<file path="src/rtl/uifc_regs.vh">
`ifndef UIFC_REGS_VH
`define UIFC_REGS_VH
// Register offsets on the plain register port
`define UIFC_OFF_RXHOLD   3'h0
`define UIFC_OFF_MASK     3'h1
`define UIFC_OFF_STATUS   3'h2
`define UIFC_OFF_QCTRL    3'h2
`define UIFC_OFF_FORMAT   3'h3
`define UIFC_OFF_LINE     3'h5
`define UIFC_OFF_MODEM    3'h6
`define UIFC_OFF_ENH      3'h7
// Reset values
`define UIFC_RST_STATUS   8'h01
`define UIFC_RST_FORMAT   8'h00
`define UIFC_RST_MASK     8'h00
`define UIFC_RST_QCTRL    8'h00
`define UIFC_RST_ENH      8'h00
// Status codes, bits 5..0
`define UIFC_CODE_LINE    6'h06
`define UIFC_CODE_TOUT    6'h0C
`define UIFC_CODE_RECEIVE_READY_PIN   6'h04
`define UIFC_CODE_TRANSMIT_READY_PIN   6'h02
`define UIFC_CODE_MODEM   6'h00
`define UIFC_CODE_XOFF    6'h10
`define UIFC_CODE_FLOW    6'h20
`define UIFC_CODE_NONE    6'h01
// Queue control field positions, then the enable bit of the enhanced register
`define UIFC_QC_EN        0
`define UIFC_QC_RXRST     1
`define UIFC_QC_TXRST     2
`define UIFC_QC_DMA       3
`define UIFC_ENH_BIT      4
// Time-out: 4 characters plus 12 bits, counted in bit times
`define UIFC_TOUT_CHARS   4
`define UIFC_TOUT_BITS    12
`endif

</file>
<file path="src/rtl/uifc_ctrl.v">
// Summary of operation
// - Status read shows only top pending source
// - Line status is level 1, code 000110
// - Timeout, rx ready, tx ready, modem codes
// - Xoff/special 010000, flow edge 100000, idle 000001
// - Line bits 1-4 raise; line read clears
// - Timeout after 4 chars plus 12 bits
// - Rx ready held while fill at trigger
// - Tx ready set; status read or write clears
// - Modem bits 0-3 raise; modem read clears
// - Xoff flag cleared by status read or xon
// - Special flag cleared by read or next char
// - Flow line rising edges; modem read clears
// - Bit 0 low while anything pending
// - Bits 4,5 only with enhanced enable
// - Bits 7:6 mirror queue enable
// - Queue enable gates all other control bits
// - Rx queue reset pulse, self clearing
// - Tx queue reset pulse, self clearing
// - DMA mode changes ready pin behaviour
// - Tx trigger 8/16/32/56, below or empty
// - Rx trigger 8/16/56/60, level at or above
// - Word length 5 to 8, default 5
// - Stop bits 1, 1.5 or 2
// - Mask bits gate each source
`timescale 1ns/10ps
`include "uifc_regs.vh"
module uifc_ctrl #(
    parameter LVL_W = 7
) (
    input  wire             core_clk,
    input  wire             rst_n,
    input  wire [2:0]       reg_addr,
    input  wire [7:0]       reg_wdata,
    input  wire             reg_wr,
    input  wire             reg_rd,
    output reg  [7:0]       reg_rdata,
    input  wire [7:0]       line_status,
    input  wire [7:0]       modem_status,
    input  wire [7:0]       rx_data,
    input  wire [LVL_W-1:0] rx_level,
    input  wire [LVL_W-1:0] tx_level,
    input  wire             rx_char_stb,
    input  wire             bit_tick,
    input  wire             xoff_seen,
    input  wire             xon_seen,
    input  wire             special_seen,
    input  wire             cts_pin,
    input  wire             rts_out,
    output reg              rx_queue_reset,
    output reg              tx_queue_reset,
    output reg              transmit_ready_pin_n,
    output reg              receive_ready_pin_n,
    output reg              queue_enable,
    output reg  [1:0]       word_len_sel,
    output reg  [1:0]       stop_half_bits,
    output reg              irq_pending,
    output reg              thr_write_stb
);
    reg [7:0] mask_q;
    reg [7:0] enh_q;
    reg [7:0] format_q;
    reg       qen_q;
    reg       dma_q;
    reg [1:0] txtrig_q;
    reg [1:0] rxtrig_q;
    reg       tout_q;
    reg       transmit_ready_pin_q;
    reg       xoff_q;
    reg       spec_q;
    reg       flow_q;
    reg       tx_armed_q;
    reg       cts_s1_q;
    reg       cts_s2_q;
    reg       cts_prev_q;
    reg       rts_prev_q;
    reg [7:0] tout_cnt_q;
    reg [LVL_W-1:0] tx_prev_q;

    wire enh = enh_q[`UIFC_ENH_BIT];
    wire rd_modem  = reg_rd && reg_addr == `UIFC_OFF_MODEM;
    wire rd_status = reg_rd && reg_addr == `UIFC_OFF_STATUS;
    wire rd_rxhold = reg_rd && reg_addr == `UIFC_OFF_RXHOLD;
    wire wr_thr    = reg_wr && reg_addr == `UIFC_OFF_RXHOLD && !format_q[7];
    wire wr_qc     = reg_wr && reg_addr == `UIFC_OFF_QCTRL && format_q != 8'hBF;
    wire wr_enh    = reg_wr && reg_addr == `UIFC_OFF_ENH;
    wire wr_mask   = reg_wr && reg_addr == `UIFC_OFF_MASK && !format_q[7];
    wire wr_fmt    = reg_wr && reg_addr == `UIFC_OFF_FORMAT;
    wire qc_en_bit = reg_wdata[`UIFC_QC_EN];

    reg [LVL_W-1:0] rx_trig;
    reg [LVL_W-1:0] tx_trig;
    always @* begin
        case (rxtrig_q)
            2'h0:    rx_trig = 7'd8;
            2'h1:    rx_trig = 7'd16;
            2'h2:    rx_trig = 7'd56;
            default: rx_trig = 7'd60;
        endcase
    end
    always @* begin
        case (enh ? txtrig_q : 2'h0)
            2'h0:    tx_trig = 7'd8;
            2'h1:    tx_trig = 7'd16;
            2'h2:    tx_trig = 7'd32;
            default: tx_trig = 7'd56;
        endcase
    end

    // Line and modem sources are levels of their registers, cleared by their reads
    wire src_line  = mask_q[2] && |line_status[4:1];
    wire src_modem = mask_q[3] && |modem_status[3:0];
    // Non-queue mode: any data counts as reaching the trigger
    wire rx_at = qen_q ? (rx_level >= rx_trig) : (rx_level != 0);
    wire src_rx    = mask_q[0] && rx_at;
    wire src_tout  = mask_q[0] && tout_q;
    wire src_tx    = mask_q[1] && transmit_ready_pin_q;
    wire src_xoff  = enh && mask_q[5] && (xoff_q || spec_q);
    wire src_flow  = enh && flow_q && (mask_q[6] || mask_q[7]);

    reg [5:0] code;
    always @* begin
        // Priority chain; lower ones wait unacknowledged
        if (src_line)
            code = `UIFC_CODE_LINE;
        else if (src_tout)
            code = `UIFC_CODE_TOUT;
        else if (src_rx)
            code = `UIFC_CODE_RECEIVE_READY_PIN;
        else if (src_tx)
            code = `UIFC_CODE_TRANSMIT_READY_PIN;
        else if (src_modem)
            code = `UIFC_CODE_MODEM;
        else if (src_xoff)
            code = `UIFC_CODE_XOFF;
        else if (src_flow)
            code = `UIFC_CODE_FLOW;
        else
            code = `UIFC_CODE_NONE;
    end
    wire [7:0] status_word = {qen_q, qen_q, code};

    // Clears only hit the source shown in this read
    wire ack_tx   = rd_status && code == `UIFC_CODE_TRANSMIT_READY_PIN;
    wire ack_xoff = rd_status && code == `UIFC_CODE_XOFF;

    // Time-out limit in bit times: 4 chars of (start+data+stop) plus 12
    wire [3:0] char_bits = 4'd7 + {2'b00, format_q[1:0]};
    wire [7:0] tout_lim = {2'b00, char_bits, 2'b00} + 8'd12;

    wire cts_rise = cts_s2_q && !cts_prev_q && enh_q[7];
    wire rts_rise = rts_out && !rts_prev_q && enh_q[6];
    wire tx_below = tx_level < tx_trig && tx_prev_q >= tx_trig;
    wire tx_empty = tx_level == 0 && tx_prev_q != 0 && !tx_armed_q;
    wire tx_flush = wr_qc && qc_en_bit && reg_wdata[`UIFC_QC_TXRST];

    // Pin-side history for edge detection; cts_pin is synchronised first
    always @(posedge core_clk or negedge rst_n) begin
        if (!rst_n) begin
            cts_s1_q   <= 1'b0;
            cts_s2_q   <= 1'b0;
            cts_prev_q <= 1'b0;
            rts_prev_q <= 1'b0;
            tx_prev_q  <= {LVL_W{1'b0}};
        end else begin
            cts_s1_q   <= cts_pin;
            cts_s2_q   <= cts_s1_q;
            cts_prev_q <= cts_s2_q;
            rts_prev_q <= rts_out;
            tx_prev_q  <= tx_level;
        end
    end

    always @(posedge core_clk or negedge rst_n) begin
        if (!rst_n) begin
            thr_write_stb <= 1'b0;
        end else begin
            thr_write_stb <= wr_thr;
        end
    end

    // Upper mask bits only exist with the enhanced enable
    always @(posedge core_clk or negedge rst_n) begin
        if (!rst_n) begin
            mask_q <= `UIFC_RST_MASK;
        end else if (wr_mask && enh) begin
            mask_q <= reg_wdata;
        end else if (wr_mask) begin
            mask_q <= {4'h0, reg_wdata[3:0]};
        end
    end

    always @(posedge core_clk or negedge rst_n) begin
        if (!rst_n) begin
            format_q <= `UIFC_RST_FORMAT;
        end else if (wr_fmt) begin
            format_q <= reg_wdata;
        end
    end

    always @(posedge core_clk or negedge rst_n) begin
        if (!rst_n) begin
            enh_q <= `UIFC_RST_ENH;
        end else if (wr_enh) begin
            enh_q <= reg_wdata;
        end
    end

    // Queue control: with bit 0 low only the enable is touched
    always @(posedge core_clk or negedge rst_n) begin
        if (!rst_n) begin
            qen_q          <= 1'b0;
            dma_q          <= 1'b0;
            txtrig_q       <= 2'h0;
            rxtrig_q       <= 2'h0;
            rx_queue_reset <= 1'b0;
            tx_queue_reset <= 1'b0;
        end else begin
            rx_queue_reset <= 1'b0;
            tx_queue_reset <= 1'b0;
            if (wr_qc) begin
                qen_q <= qc_en_bit;
                if (qc_en_bit) begin
                    rx_queue_reset <= reg_wdata[`UIFC_QC_RXRST];
                    tx_queue_reset <= reg_wdata[`UIFC_QC_TXRST];
                    dma_q          <= reg_wdata[`UIFC_QC_DMA];
                    rxtrig_q       <= reg_wdata[7:6];
                    if (enh)
                        txtrig_q <= reg_wdata[5:4];
                end
            end
        end
    end

    // Time-out timer restarts on every char in or out; runs only with data
    always @(posedge core_clk or negedge rst_n) begin
        if (!rst_n) begin
            tout_cnt_q <= 8'h00;
        end else if (rx_char_stb || rd_rxhold || rx_level == 0) begin
            tout_cnt_q <= 8'h00;
        end else if (bit_tick && tout_cnt_q != tout_lim) begin
            tout_cnt_q <= tout_cnt_q + 8'h01;
        end
    end

    // Set wins over the holding-register read in the same cycle
    always @(posedge core_clk or negedge rst_n) begin
        if (!rst_n) begin
            tout_q <= 1'b0;
        end else if (bit_tick && rx_level != 0 && tout_cnt_q == tout_lim - 8'h01) begin
            tout_q <= 1'b1;
        end else if (rd_rxhold) begin
            tout_q <= 1'b0;
        end
    end

    // Refill above trigger disarms the empty event
    always @(posedge core_clk or negedge rst_n) begin
        if (!rst_n) begin
            tx_armed_q <= 1'b0;
        end else if (tx_level > tx_trig) begin
            tx_armed_q <= 1'b1;
        end else if (tx_level == 0) begin
            tx_armed_q <= 1'b0;
        end
    end

    always @(posedge core_clk or negedge rst_n) begin
        if (!rst_n) begin
            transmit_ready_pin_q <= 1'b0;
        end else if (tx_below || tx_empty || tx_flush) begin
            transmit_ready_pin_q <= 1'b1;
        end else if (ack_tx || wr_thr) begin
            transmit_ready_pin_q <= 1'b0;
        end
    end

    // A detection in the clearing cycle keeps the flag
    always @(posedge core_clk or negedge rst_n) begin
        if (!rst_n) begin
            xoff_q <= 1'b0;
        end else if (xoff_seen) begin
            xoff_q <= 1'b1;
        end else if (ack_xoff || xon_seen) begin
            xoff_q <= 1'b0;
        end
    end

    always @(posedge core_clk or negedge rst_n) begin
        if (!rst_n) begin
            spec_q <= 1'b0;
        end else if (special_seen) begin
            spec_q <= 1'b1;
        end else if (ack_xoff || rx_char_stb) begin
            spec_q <= 1'b0;
        end
    end

    // Only the modem register read clears flow edges, never a status read
    always @(posedge core_clk or negedge rst_n) begin
        if (!rst_n) begin
            flow_q <= 1'b0;
        end else if (cts_rise || rts_rise) begin
            flow_q <= 1'b1;
        end else if (rd_modem) begin
            flow_q <= 1'b0;
        end
    end

    reg [7:0] rd_mux;
    always @* begin
        case (reg_addr)
            `UIFC_OFF_RXHOLD: rd_mux = format_q[7] ? 8'h00 : rx_data;
            `UIFC_OFF_MASK:   rd_mux = mask_q;
            `UIFC_OFF_STATUS: rd_mux = format_q == 8'hBF ? enh_q : status_word;
            `UIFC_OFF_FORMAT: rd_mux = format_q;
            `UIFC_OFF_LINE:   rd_mux = line_status;
            `UIFC_OFF_MODEM:  rd_mux = modem_status;
            `UIFC_OFF_ENH:    rd_mux = enh_q;
            default:          rd_mux = 8'h00;
        endcase
    end

    // Read data stands only in the cycle after the strobe
    always @(posedge core_clk or negedge rst_n) begin
        if (!rst_n) begin
            reg_rdata <= 8'h00;
        end else if (reg_rd) begin
            reg_rdata <= rd_mux;
        end else begin
            reg_rdata <= 8'h00;
        end
    end

    // Mode 0: single-char semantics; mode 1: rx pin trigger based, tx pin inactive once 64 are queued
    always @(posedge core_clk or negedge rst_n) begin
        if (!rst_n) begin
            transmit_ready_pin_n <= 1'b1;
            receive_ready_pin_n  <= 1'b1;
        end else if (dma_q && qen_q) begin
            transmit_ready_pin_n <= tx_level >= 7'd64;
            receive_ready_pin_n  <= !(rx_at || tout_q);
        end else begin
            transmit_ready_pin_n <= tx_level != 0;
            receive_ready_pin_n  <= rx_level == 0;
        end
    end

    always @(posedge core_clk or negedge rst_n) begin
        if (!rst_n) begin
            queue_enable <= 1'b0;
            irq_pending  <= 1'b0;
        end else begin
            queue_enable <= qen_q;
            irq_pending  <= !status_word[0];
        end
    end

    // Stop length in half bits; the code 0 stands for four halves
    always @(posedge core_clk or negedge rst_n) begin
        if (!rst_n) begin
            word_len_sel   <= 2'h0;
            stop_half_bits <= 2'h2;
        end else begin
            word_len_sel <= format_q[1:0];
            if (!format_q[2])
                stop_half_bits <= 2'h2;
            else if (format_q[1:0] == 2'h0)
                stop_half_bits <= 2'h3;
            else
                stop_half_bits <= 2'h0;
        end
    end
endmodule

</file>
<file path="config.mk">
export PLATFORM = sky130hd
export DESIGN_NAME = uifc_ctrl
export DESIGN_NICKNAME = d
export VERILOG_FILES = /design/src/rtl/uifc_ctrl.v
export VERILOG_INCLUDE_DIRS = /design/src /design/src/rtl
export SDC_FILE = /design/constraint.sdc
export NUM_CORES = 1
export LEC_CHECK = 0
export ABC_AREA = 1
export BUFFER_PORTS_ARGS = -buffer_cell sky130_fd_sc_hd__buf_2
export CAP_MARGIN = 20
export CORE_AREA = 2 2 90 110
export CTS_CLUSTER_DIAMETER = 50
export DETAILED_ROUTE_END_ITERATION = 16
export DIE_AREA = 0 0 92 112
export GPL_TIMING_DRIVEN = 0
export HOLD_SLACK_MARGIN = 0.1
export PLACE_DENSITY_LB_ADDON = 0.05
export SKIP_CTS_REPAIR_TIMING = 1
export SLEW_MARGIN = 10
export SYNTH_ARGS = -nofsm -noshare
export SYNTH_HDL_FRONTEND = slang
export SYNTH_SLANG_ARGS = --single-unit
</file>
<file path="constraint.sdc">
create_clock -name core_clk -period 2.3 [get_ports core_clk]
set_clock_uncertainty 0.1 [all_clocks]
set_input_delay 0 -clock core_clk [delete_from_list [all_inputs] [get_ports core_clk]]
set_output_delay 0 -clock core_clk [all_outputs]
set_load 0.05 [all_outputs]
</file>
==> results of run 1 <==
==> sequential cells by signal, summed over array words and instances (netlist names), 2 cells and up <==
register / flops
reg_rdata: 8
word_len_sel: 2
rxtrig_q: 2
tout_cnt_q: 8
txtrig_q: 2
enh_q: 8
tx_prev_q: 7
stop_half_bits: 2
format_q: 8
mask_q: 8
==> final cells by class <==
class	instances	area, µm²
Clock buffer	12	267
Multi-Input combinational cell	332	1890
Fill cell	875	3830
Inverter	77	289
Buffer	6	41.3
Clock inverter	4	72.6
Sequential cell	74	1860
Tap cell	123	154
Timing Repair Buffer	124	871
==> final timing paths <==
path	slack (ns)	from	endpoint	cells past startpoint
min	0.05	rx_level[5]	receive_ready_pin_n	6
max in group asynchronous	0.34	rst_n	word_len_sel[0]	4
min reg2reg	0.25	cts_s1_q	cts_s2_q	0
min in group asynchronous	0.62	rst_n	stop_half_bits[1]	3
max reg2reg	0.08	format_q[0]	rxtrig_q[1]	7
max	0.08	format_q[0]	rxtrig_q[1]	7
==> per-layer routing <==
metal,vias to the layer above,track usage,part of all wire
met5,-,0,0
met4,0,0.0776,0.020
met3,21,0.0304,0.034
met2,75,0.369,0.52
met1,1779,0.267,0.42
li1,1893,-,-
==> metrics by stage <==
step / setup WS, ns / total power (W) / TNS (ns) / area [µm²] / hold slack [ns]
global placement: -0.0673 / 0.00248 / -0.271 / 4600 / 0.00949
detailed placement: -0.0609 / 0.00251 / -0.322 / 4630 / -0.210
CTS: -0.0775 / 0.00408 / -0.403 / 4970 / -0.565
global route: -0.0416 / 0.00436 / -0.0500 / 5450 / 0.104
floorplan: 0.335 / 0.00220 / 0 / 4060 / -0.396
finish: 0.0753 / 0.00414 / 0 / 5450 / 0.0535
==> kinds of logic (layout without fill, tap and decap cells) <==
logic type               count (synthesis)  in the layout  synth area share
AND/OR/NAND/NOR                        213            213             0.252
XOR/XNOR                                12             12            0.0259
AO/OA/AOI/OAI                           89             89             0.128
flip-flops                              74             74             0.457
buffers and inverters                   83            223            0.0814
adder cells (fa/ha/maj)                 18             18            0.0555
==> cells in the mapped netlist (4+ instances only) <==
library cell    n
nor3_1          6
dfrtp_1        71
nand2_2         4
xor2_1          9
o22ai_1         4
inv_2           9
a21oi_1        12
nand2_1       110
o21ai_1         9
nand4_1        13
a31oi_1         4
ha_1           18
nor2_1         30
o211ai_1        6
a211oi_1        6
nand3b_1        8
nand3_1        27
o21ai_0        38
inv_1          67
nor3_4          4
==> power by group <==
| part | internal [W] | leakage, nW | switching, W |
|---|---|---|---|
| Combinational | 0.000360 | 1.68 | 0.000591 |
| Sequential | 0.00147 | 0.924 | 0.000148 |
| Clock | 0.00104 | 0.165 | 0.000532 |
| Total | 0.00287 | 2.76 | 0.00127 |
==> critical path, stage by stage, from the launching register on <==
cell and delay [ns]:
dfrtp_2 0.48, ha_1 0.22, and3_1 0.19, nand2_2 0.17, nand3_4 0.13, nor2_8 0.16
o21ai_0 0.10, dlygate4sd3_1 0.56
==> run_results.csv, run 1 <==
group,metric,value,unit
floorplanning,fp-row-count,39,
synthesis,synth_nets,567,
synthesis,netlist_area,0.00406,mm²
synthesis,synth-seq-cells,74,
drt,viasPerCell,5.01,
power_and_ir_drop,peakVddDrop,429,µV
synthesis,postSynth.asyncResetShare,1.00,
synthesis,ys_types,42,
global_routing,grt_pass1_wl,17.1,mm
timing,final.period_utilization,0.967,
synthesis,ys_seq_area_frac,0.457,
timing,hold_violations,0,
floorplanning,io_pins,79,
floorplanning,fp.dieH,112,µm
drt,drtIter0Drc,152,
clock_tree,clockBufferDepth,2,
timing,min_period,2.22,ns
drt,antenna_left,0,
cells_and_area,nets,702,
setup_path,cp.required,2.41,ns
clock_tree,numClockSinks,74,
power_and_ir_drop,p_per_area,761,mW/mm²
drt,drt_wl_total,10.8,mm
timing,max_freq,0.449,GHz
synthesis,ys_warn_count,0,
timing,drv_slew,0,
timing,finalSetupViolations,0,
cells_and_area,area_growth,34.2,%
clock_tree,clkLatencyLatePin,0.33,ns
cells_and_area,final_util,0.587,
place,dp.cells,691,
job,drv_cap,0,
hold_path,hp-class,"input pin to flip-flop",
status,status,"complete, no violations",
cells_and_area,antenna_cells,0,
synthesis,synth-edff-count,0,
synthesis,synth_top_area_cell,"dfrtp_1",
drt,first_pass_iters,6,
power_and_ir_drop,p_leak,2.76,nW
drt,num_vias,3768,
floorplanning,start_util,0.438,
clock_tree,cts_tree,"done",
cells_and_area,mostFrequentLayoutCell,"nand2_1",
synthesis,synthTopCellsByArea,"dfrtp_1 44%, nand2_1 10%, inv_1 6.2%",
place,dp_hpwl,8.11,mm
setup_path,critPathLaunchType,"flip-flop",
timing,worst-slew-pin-transition,0.728,ns
clock_tree,clkTransAtPathRegs,0.06,ns
global_routing,antenna_found_initial,0,
cells_and_area,final_cell_mix,"110 x nand2_1, 80 x buf_2, 70 x dfrtp_1",
setup_path,crit_path_end_kind,"flip-flop",
synthesis,syn_inst,489,
setup_path,cp.arrival,2.33,ns
global_routing,grt_overflow_total,0,
setup_path,worstSetupPathType,"flip-flop to flip-flop",
synthesis,syn_area_per_cell,8.30,µm²
cells_and_area,final_cells,752,
drt,wl_per_cell,14.3,µm
global_routing,track_usage,0.212,
floorplanning,die_area,0.0103,mm²
clock_tree,root_buffer,"clkbuf_16",
drt,drc_errors,0,
cells_and_area,layout-drive-gt1-share,0.208,
synthesis,synth_top_cell_area_share,0.438,
global_routing,grt_max_degree,59,
setup_path,crit_fanout,8,
place,place.gp.congestion,0.896,
floorplanning,dieWidth,92,µm
clock_tree,cts_made_buffers,9,
floorplanning,core,0.00927,mm²
global_routing,grt_pass1_vias,3582,
synthesis,synth_ff_type,"dfrtp_1",
clock_tree,htreeDepth,3,
timing,relSlewSlack,0.513,
place,io_buffers,78,
No activity file was read; power rests on OpenSTA's default activity.
==> run 2, diff against run 1 <==
--- a/config.mk
+++ b/config.mk
@@ -10,12 +10,14 @@
 export BUFFER_PORTS_ARGS = -buffer_cell sky130_fd_sc_hd__buf_2
 export CAP_MARGIN = 20
 export CORE_AREA = 2 2 90 110
+export CTS_BUF_LIST = sky130_fd_sc_hd__clkbuf_8
 export CTS_CLUSTER_DIAMETER = 50
 export DETAILED_ROUTE_END_ITERATION = 16
 export DIE_AREA = 0 0 92 112
 export GPL_TIMING_DRIVEN = 0
 export HOLD_SLACK_MARGIN = 0.1
 export PLACE_DENSITY_LB_ADDON = 0.05
+export REMOVE_ABC_BUFFERS = 1
 export SKIP_CTS_REPAIR_TIMING = 1
 export SLEW_MARGIN = 10
 export SYNTH_ARGS = -nofsm -noshare
==> run 2 against run 1 <==
Core utilization is 0.92 points lower. Highest routed layer unchanged. Cell count is 0.13% higher. Critical path depth is 1 higher. Critical endpoint is now reg_rdata[7]. Total power is 9.6% lower.
==> run_results.csv, run 2 (same netlist as run 1, synthesis figures left out) <==
group,metric,value,unit
cells_and_area,area_growth,32.1,%
drt,first_pass_iters,4,
drt,drc_errors,0,
place,place.gp.congestion,0.911,
floorplanning,dieWidth,92,µm
place,dp_hpwl,7.80,mm
timing,fin_ws,0.0637,ns
setup_path,path_cells,"buf_2, dlygate4sd3_1, inv_2, nand3_2, nor2_1, a21oi_1, dlygate4sd3_1, a31oi_1",
global_routing,grt_pass1_vias,3475,
hold_path,min-delay-start,"rx_level[6]",
clock_tree,numClockSinks,74,
power_and_ir_drop,p_leak,2.72,nW
floorplanning,die_area,0.0103,mm²
floorplanning,io_pins,79,
setup_path,crit_family,"buffers and inverters",
setup_path,critPathSlowestCell,"dlygate4sd3_1",
floorplanning,core,0.00927,mm²
drt,drt_wl_total,10.7,mm
floorplanning,fp-row-count,39,
setup_path,startpoint,"reg_addr[2]",
clock_tree,cts_tree,"done",
cells_and_area,final_cell_mix,"110 x nand2_1, 77 x buf_2, 70 x dfrtp_1",
place,pre_cts_slack,-0.0238,ns
clock_tree,clkLatencyLatePin,0.36,ns
cells_and_area,antenna_cells,0,
setup_path,path_buf_inv,4,
cells_and_area,mostFrequentLayoutCell,"nand2_1",
global_routing,grt_pass1_wl,16.7,mm
power_and_ir_drop,peakVddDrop,396,µV
global_routing,grt_overflow_total,0,
setup_path,cp_common_cell,"dlygate4sd3_1",
hold_path,hp-class,"input pin to flip-flop",
cells_and_area,nets,703,
power_and_ir_drop,finalPower,0.00374,W
timing,final.period_utilization,0.972,
drt,wl_per_cell,14.2,µm
status,status,"complete, no violations",
setup_path,worstSetupPathType,"input pin to flip-flop",
place,io_buffers,78,
setup_path,regToRegSetupSlack,0.14,ns
timing,relSlewSlack,0.400,
global_routing,track_usage,0.208,
clock_tree,htreeDepth,3,
global_routing,grt_max_degree,55,
setup_path,crit_path_end_kind,"flip-flop",
timing,drv_slew,0,
clock_tree,root_buffer,"clkbuf_8",
floorplanning,start_util,0.438,
setup_path,cp.required,2.49,ns
setup_path,cp_slowest_stage_delay,0.63,ns
setup_path,crit_fanout,8,
timing,max_freq,0.447,GHz
timing,min_period,2.24,ns
drt,viasPerCell,5.00,
drt,drtIter0Drc,190,
cells_and_area,fill_cells,870,
floorplanning,fp.dieH,112,µm
drt,num_vias,3765,
power_and_ir_drop,p_per_area,699,mW/mm²
drt,antenna_left,0,
timing,holdWs,0.0148,ns
timing,hold_violations,0,
job,drv_cap,0,
clock_tree,clkTransAtPathRegs,0.08,ns
setup_path,timing.rr.start,"format_q[7]",
setup_path,critPathLaunchType,"input pin",
clock_tree,clockBufferDepth,2,
cells_and_area,layout-drive-gt1-share,0.197,
timing,worst-slew-pin-transition,0.898,ns
timing,fin_setup_tns,0,ns
clock_tree,cts_made_buffers,9,
setup_path,cp.arrival,2.42,ns
timing,finalSetupViolations,0,
global_routing,antenna_found_initial,0,
## run 2: changes by cell type in the layout (fill, tap and decap cells not counted), sizes merged
| cell | previous run | this run |
|---|---|---|
| buf | 84 | 79 |
| bufinv | 2 | 3 |
| clkbuf | 13 | 9 |
| clkinv | 2 | 4 |
| clkinvlp | 1 | 0 |
| dlygate4sd3 | 45 | 52 |
| inv | 76 | 77 |
## run 2: final timing paths
check / cells after the start / end
min in group asynchronous: 3 / stop_half_bits[1]
worst max register to register: 5 / mask_q[3]
max in group asynchronous: 4 / reg_rdata[6]
worst min register to register: 0 / cts_s2_q
worst max-delay path: 8 / reg_rdata[7]
worst min-delay path: 6 / receive_ready_pin_n
## run 2: layout make-up
type                       instances  area (µm²)  share of cell area
tap                              123         154              0.0287
inverter                          77         289              0.0539
sequential                        74        1860               0.346
timing repair buffer             131         941               0.176
multi-input combinational        332        1890               0.352
clock inverter                     7         109              0.0203
clock buffer                       9         124              0.0231
## run 2: metal layers
metal / track usage / part of all wire / vias up
met3: 0.0304 / 0.037 / 16
li1: - / - / 1892
met5: 0 / 0 / -
met1: 0.262 / 0.43 / 1774
met2: 0.357 / 0.52 / 83
met4: 0.0846 / 0.018 / 0
## run 2: power breakdown
group	internal [W]	switching, W
Clock	0.000711	0.000488
Sequential	0.00147	0.000135
Combinational	0.000359	0.000581
Total	0.00254	0.00120
## run 2: per-stage QoR
stage               std cells  area, µm²  utilization
global route              753       5360        0.578
CTS                       701       4820        0.520
finish                    753       5360        0.578
global placement          684       4560        0.492
detailed placement        685       4590        0.495
floorplan                 483       4020            -
## run 2: worst register-to-register path, cell delays in order, from the launching register on
cell	delay [ns]
dfrtp_1	0.46
nor3_4	0.30
nand2_1	0.07
dlygate4sd3_1	0.55
o21ai_0	0.06
dlygate4sd3_1	0.56
==> run 3, diff against run 2 <==
==> constraint.sdc (replaced) <==
create_clock -name core_clk -period 2 [get_ports core_clk]
set_clock_uncertainty 0.1 [all_clocks]
set_input_delay 0 -clock core_clk [delete_from_list [all_inputs] [get_ports core_clk]]
set_output_delay 0 -clock core_clk [all_outputs]
set_load 0.05 [all_outputs]
==> run 3 against run 2 <==
Critical path depth grew 3. Wire length grew 3.3%. Global-route usage is the same. Core utilization grew 2.4 points. Non-clock buffer count grew 13. Die area is the same. Critical path type is now flip-flop to flip-flop.
==> run_results.csv, run 3 (same netlist as run 1, synthesis figures left out) <==
group,metric,value,unit
place,place.gp.congestion,0.911,
floorplanning,start_util,0.438,
setup_path,cp.arrival,2.09,ns
timing,rsz0062_at_grt,"yes",
power_and_ir_drop,finalPower,0.00449,W
power_and_ir_drop,p_sw_frac,0.324,
job,drv_cap,0,
global_routing,grt_overflow_total,0,
clock_tree,cts_made_buffers,9,
drt,wl_per_cell,14.4,µm
timing,final.period_utilization,0.970,
setup_path,cp.required,2.15,ns
setup_path,cp_slowest_stage_delay,0.45,ns
drt,viasPerCell,5.04,
cells_and_area,mostFrequentLayoutCell,"nand2_1",
power_and_ir_drop,pwr-share-seq,0.412,
cells_and_area,multi_input_area,0.00199,mm²
clock_tree,clockBufferDepth,2,
floorplanning,fp-row-count,39,
clock_tree,root_buffer,"clkbuf_8",
floorplanning,die_area,0.0103,mm²
clock_tree,cts_tree,"done",
floorplanning,dieWidth,92,µm
floorplanning,fp.dieH,112,µm
setup_path,regToRegSetupSlack,0.06,ns
power_and_ir_drop,power_frac_clock,0.308,
timing,relSlewSlack,0.384,
power_and_ir_drop,peakVddDrop,452,µV
clock_tree,clkLatencyLatePin,0.36,ns
timing,finalSetupViolations,0,
setup_path,timing.rr.start,"format_q[0]",
clock_tree,clkTransAtPathRegs,0.08,ns
global_routing,antenna_found_initial,0,
timing,max_freq,0.515,GHz
cells_and_area,antenna_cells,0,
drt,num_vias,3865,
drt,antenna_left,0,
clock_tree,htreeDepth,3,
setup_path,r2r.worst_path.cells,11,
global_routing,grt_pass1_wl,16.7,mm
hold_path,hp-class,"input pin to flip-flop",
place,io_buffers,78,
timing,hold_violations,0,
cells_and_area,register_area,0.00186,mm²
drt,drt_wl_total,11.1,mm
drt,first_pass_iters,4,
cells_and_area,nets,717,
setup_path,worstSetupPathType,"flip-flop to flip-flop",
floorplanning,core,0.00927,mm²
setup_path,crit_path_end,"tout_cnt_q[4]",
clock_tree,numClockSinks,74,
setup_path,r2r_end,"tout_cnt_q[4]",
timing,fin_ws,0.0601,ns
setup_path,crit_fanout,6,
setup_path,path_cells,"clkinv_4, ha_4, inv_1, nand2_2, nand2_2, xor2_1, nand4_1, nand2_4, inv_4, nand3b_1, nand2_1",
cells_and_area,final_cell_mix,"105 x nand2_1, 77 x buf_2, 68 x dfrtp_1",
power_and_ir_drop,p_per_area,803,mW/mm²
power_and_ir_drop,p_int,0.00303,W
global_routing,grt_pass1_vias,3475,
timing,worst-slew-pin-transition,0.921,ns
power_and_ir_drop,p_leak,2.83,nW
place,pre_cts_slack,-0.324,ns
timing,drv_slew,0,
global_routing,track_usage,0.208,
power_and_ir_drop,power_switching,0.00146,W
global_routing,grt_max_degree,55,
drt,drc_errors,0,
cells_and_area,fill_cells,848,
status,status,"complete, no violations",
cells_and_area,area_growth,37.7,%
setup_path,startpoint,"format_q[0]",
setup_path,cp_common_cell,"nand2_2",
setup_path,crit_path_end_kind,"flip-flop",
setup_path,critPathSlowestCell,"dfrtp_2",
drt,drtIter0Drc,193,
floorplanning,io_pins,79,
cells_and_area,layout-drive-gt1-share,0.239,
power_and_ir_drop,combPwrFrac,0.280,
setup_path,critPathLaunchType,"flip-flop",
place,dp_hpwl,7.80,mm
timing,min_period,1.94,ns
[run 3: worst min-delay path by stage]
stage	cells after the start	endpoint	start	slack (ns)
3_3_place_gp	1	cts_s1_q	cts_pin	0.01
6_report	5	reg_rdata[0]	line_status[0]	0.08
2_1_floorplan	0	cts_prev_q	rst_n	-0.40
3_5_place_dp	1	tout_cnt_q[7]	rst_n	-0.18
5_1_grt	5	reg_rdata[3]	modem_status[3]	0.13
4_1_cts	1	tout_cnt_q[7]	rst_n	-0.58
[run 3: per-layer routing]
layer / share of wire / track usage / routed length [µm] / vias to the layer above
met1: 0.41 / 0.262 / 4590 / 1823
met4: 0.019 / 0.0846 / 213 / 0
met5: 0 / 0 / 0 / -
met3: 0.050 / 0.0304 / 551 / 19
li1: - / - / - / 1923
met2: 0.52 / 0.357 / 5720 / 100
[run 3: critical path, delay by kind of cell, from the launching register on]
kind | cells | cell delay (ns)
XOR/XNOR | 1 | 0.14
adder cells (fa/ha/maj) | 1 | 0.29
buffers and inverters | 3 | 0.21
flip-flops | 1 | 0.45
AND/OR/NAND/NOR | 6 | 0.63
[run 3: power groups by stage]
stage	Clock, W	Combinational, W	Sequential (W)
floorplan	0	0.000537	0.00199
global placement	0	0.000960	0.00187
detailed placement	0	0.000984	0.00187
CTS	0.00140	0.000988	0.00185
global route	0.00148	0.00140	0.00187
finish	0.00138	0.00126	0.00185
[run 3: per-stage QoR]
stage	TNS, ns	cells	hold WS, ns	instance area (µm²)	utilization
2_1_floorplan	0	483	-0.396	4020	-
3_3_place_gp	-2.61	684	0.0101	4560	0.492
3_5_place_dp	-2.67	685	-0.182	4590	0.495
4_1_cts	-2.83	701	-0.577	4820	0.520
5_1_grt	-0.122	767	0.125	5590	0.603
6_report	0	767	0.0762	5590	0.603
[run 3: cell type report]
type                    instances  area share
well taps                     123      0.0275
repair buffers                144       0.187
inverters                      77      0.0535
clock buffers                   9      0.0222
clock inverters                 7      0.0195
flip-flops and latches         74       0.333
multi-input cells             333       0.357
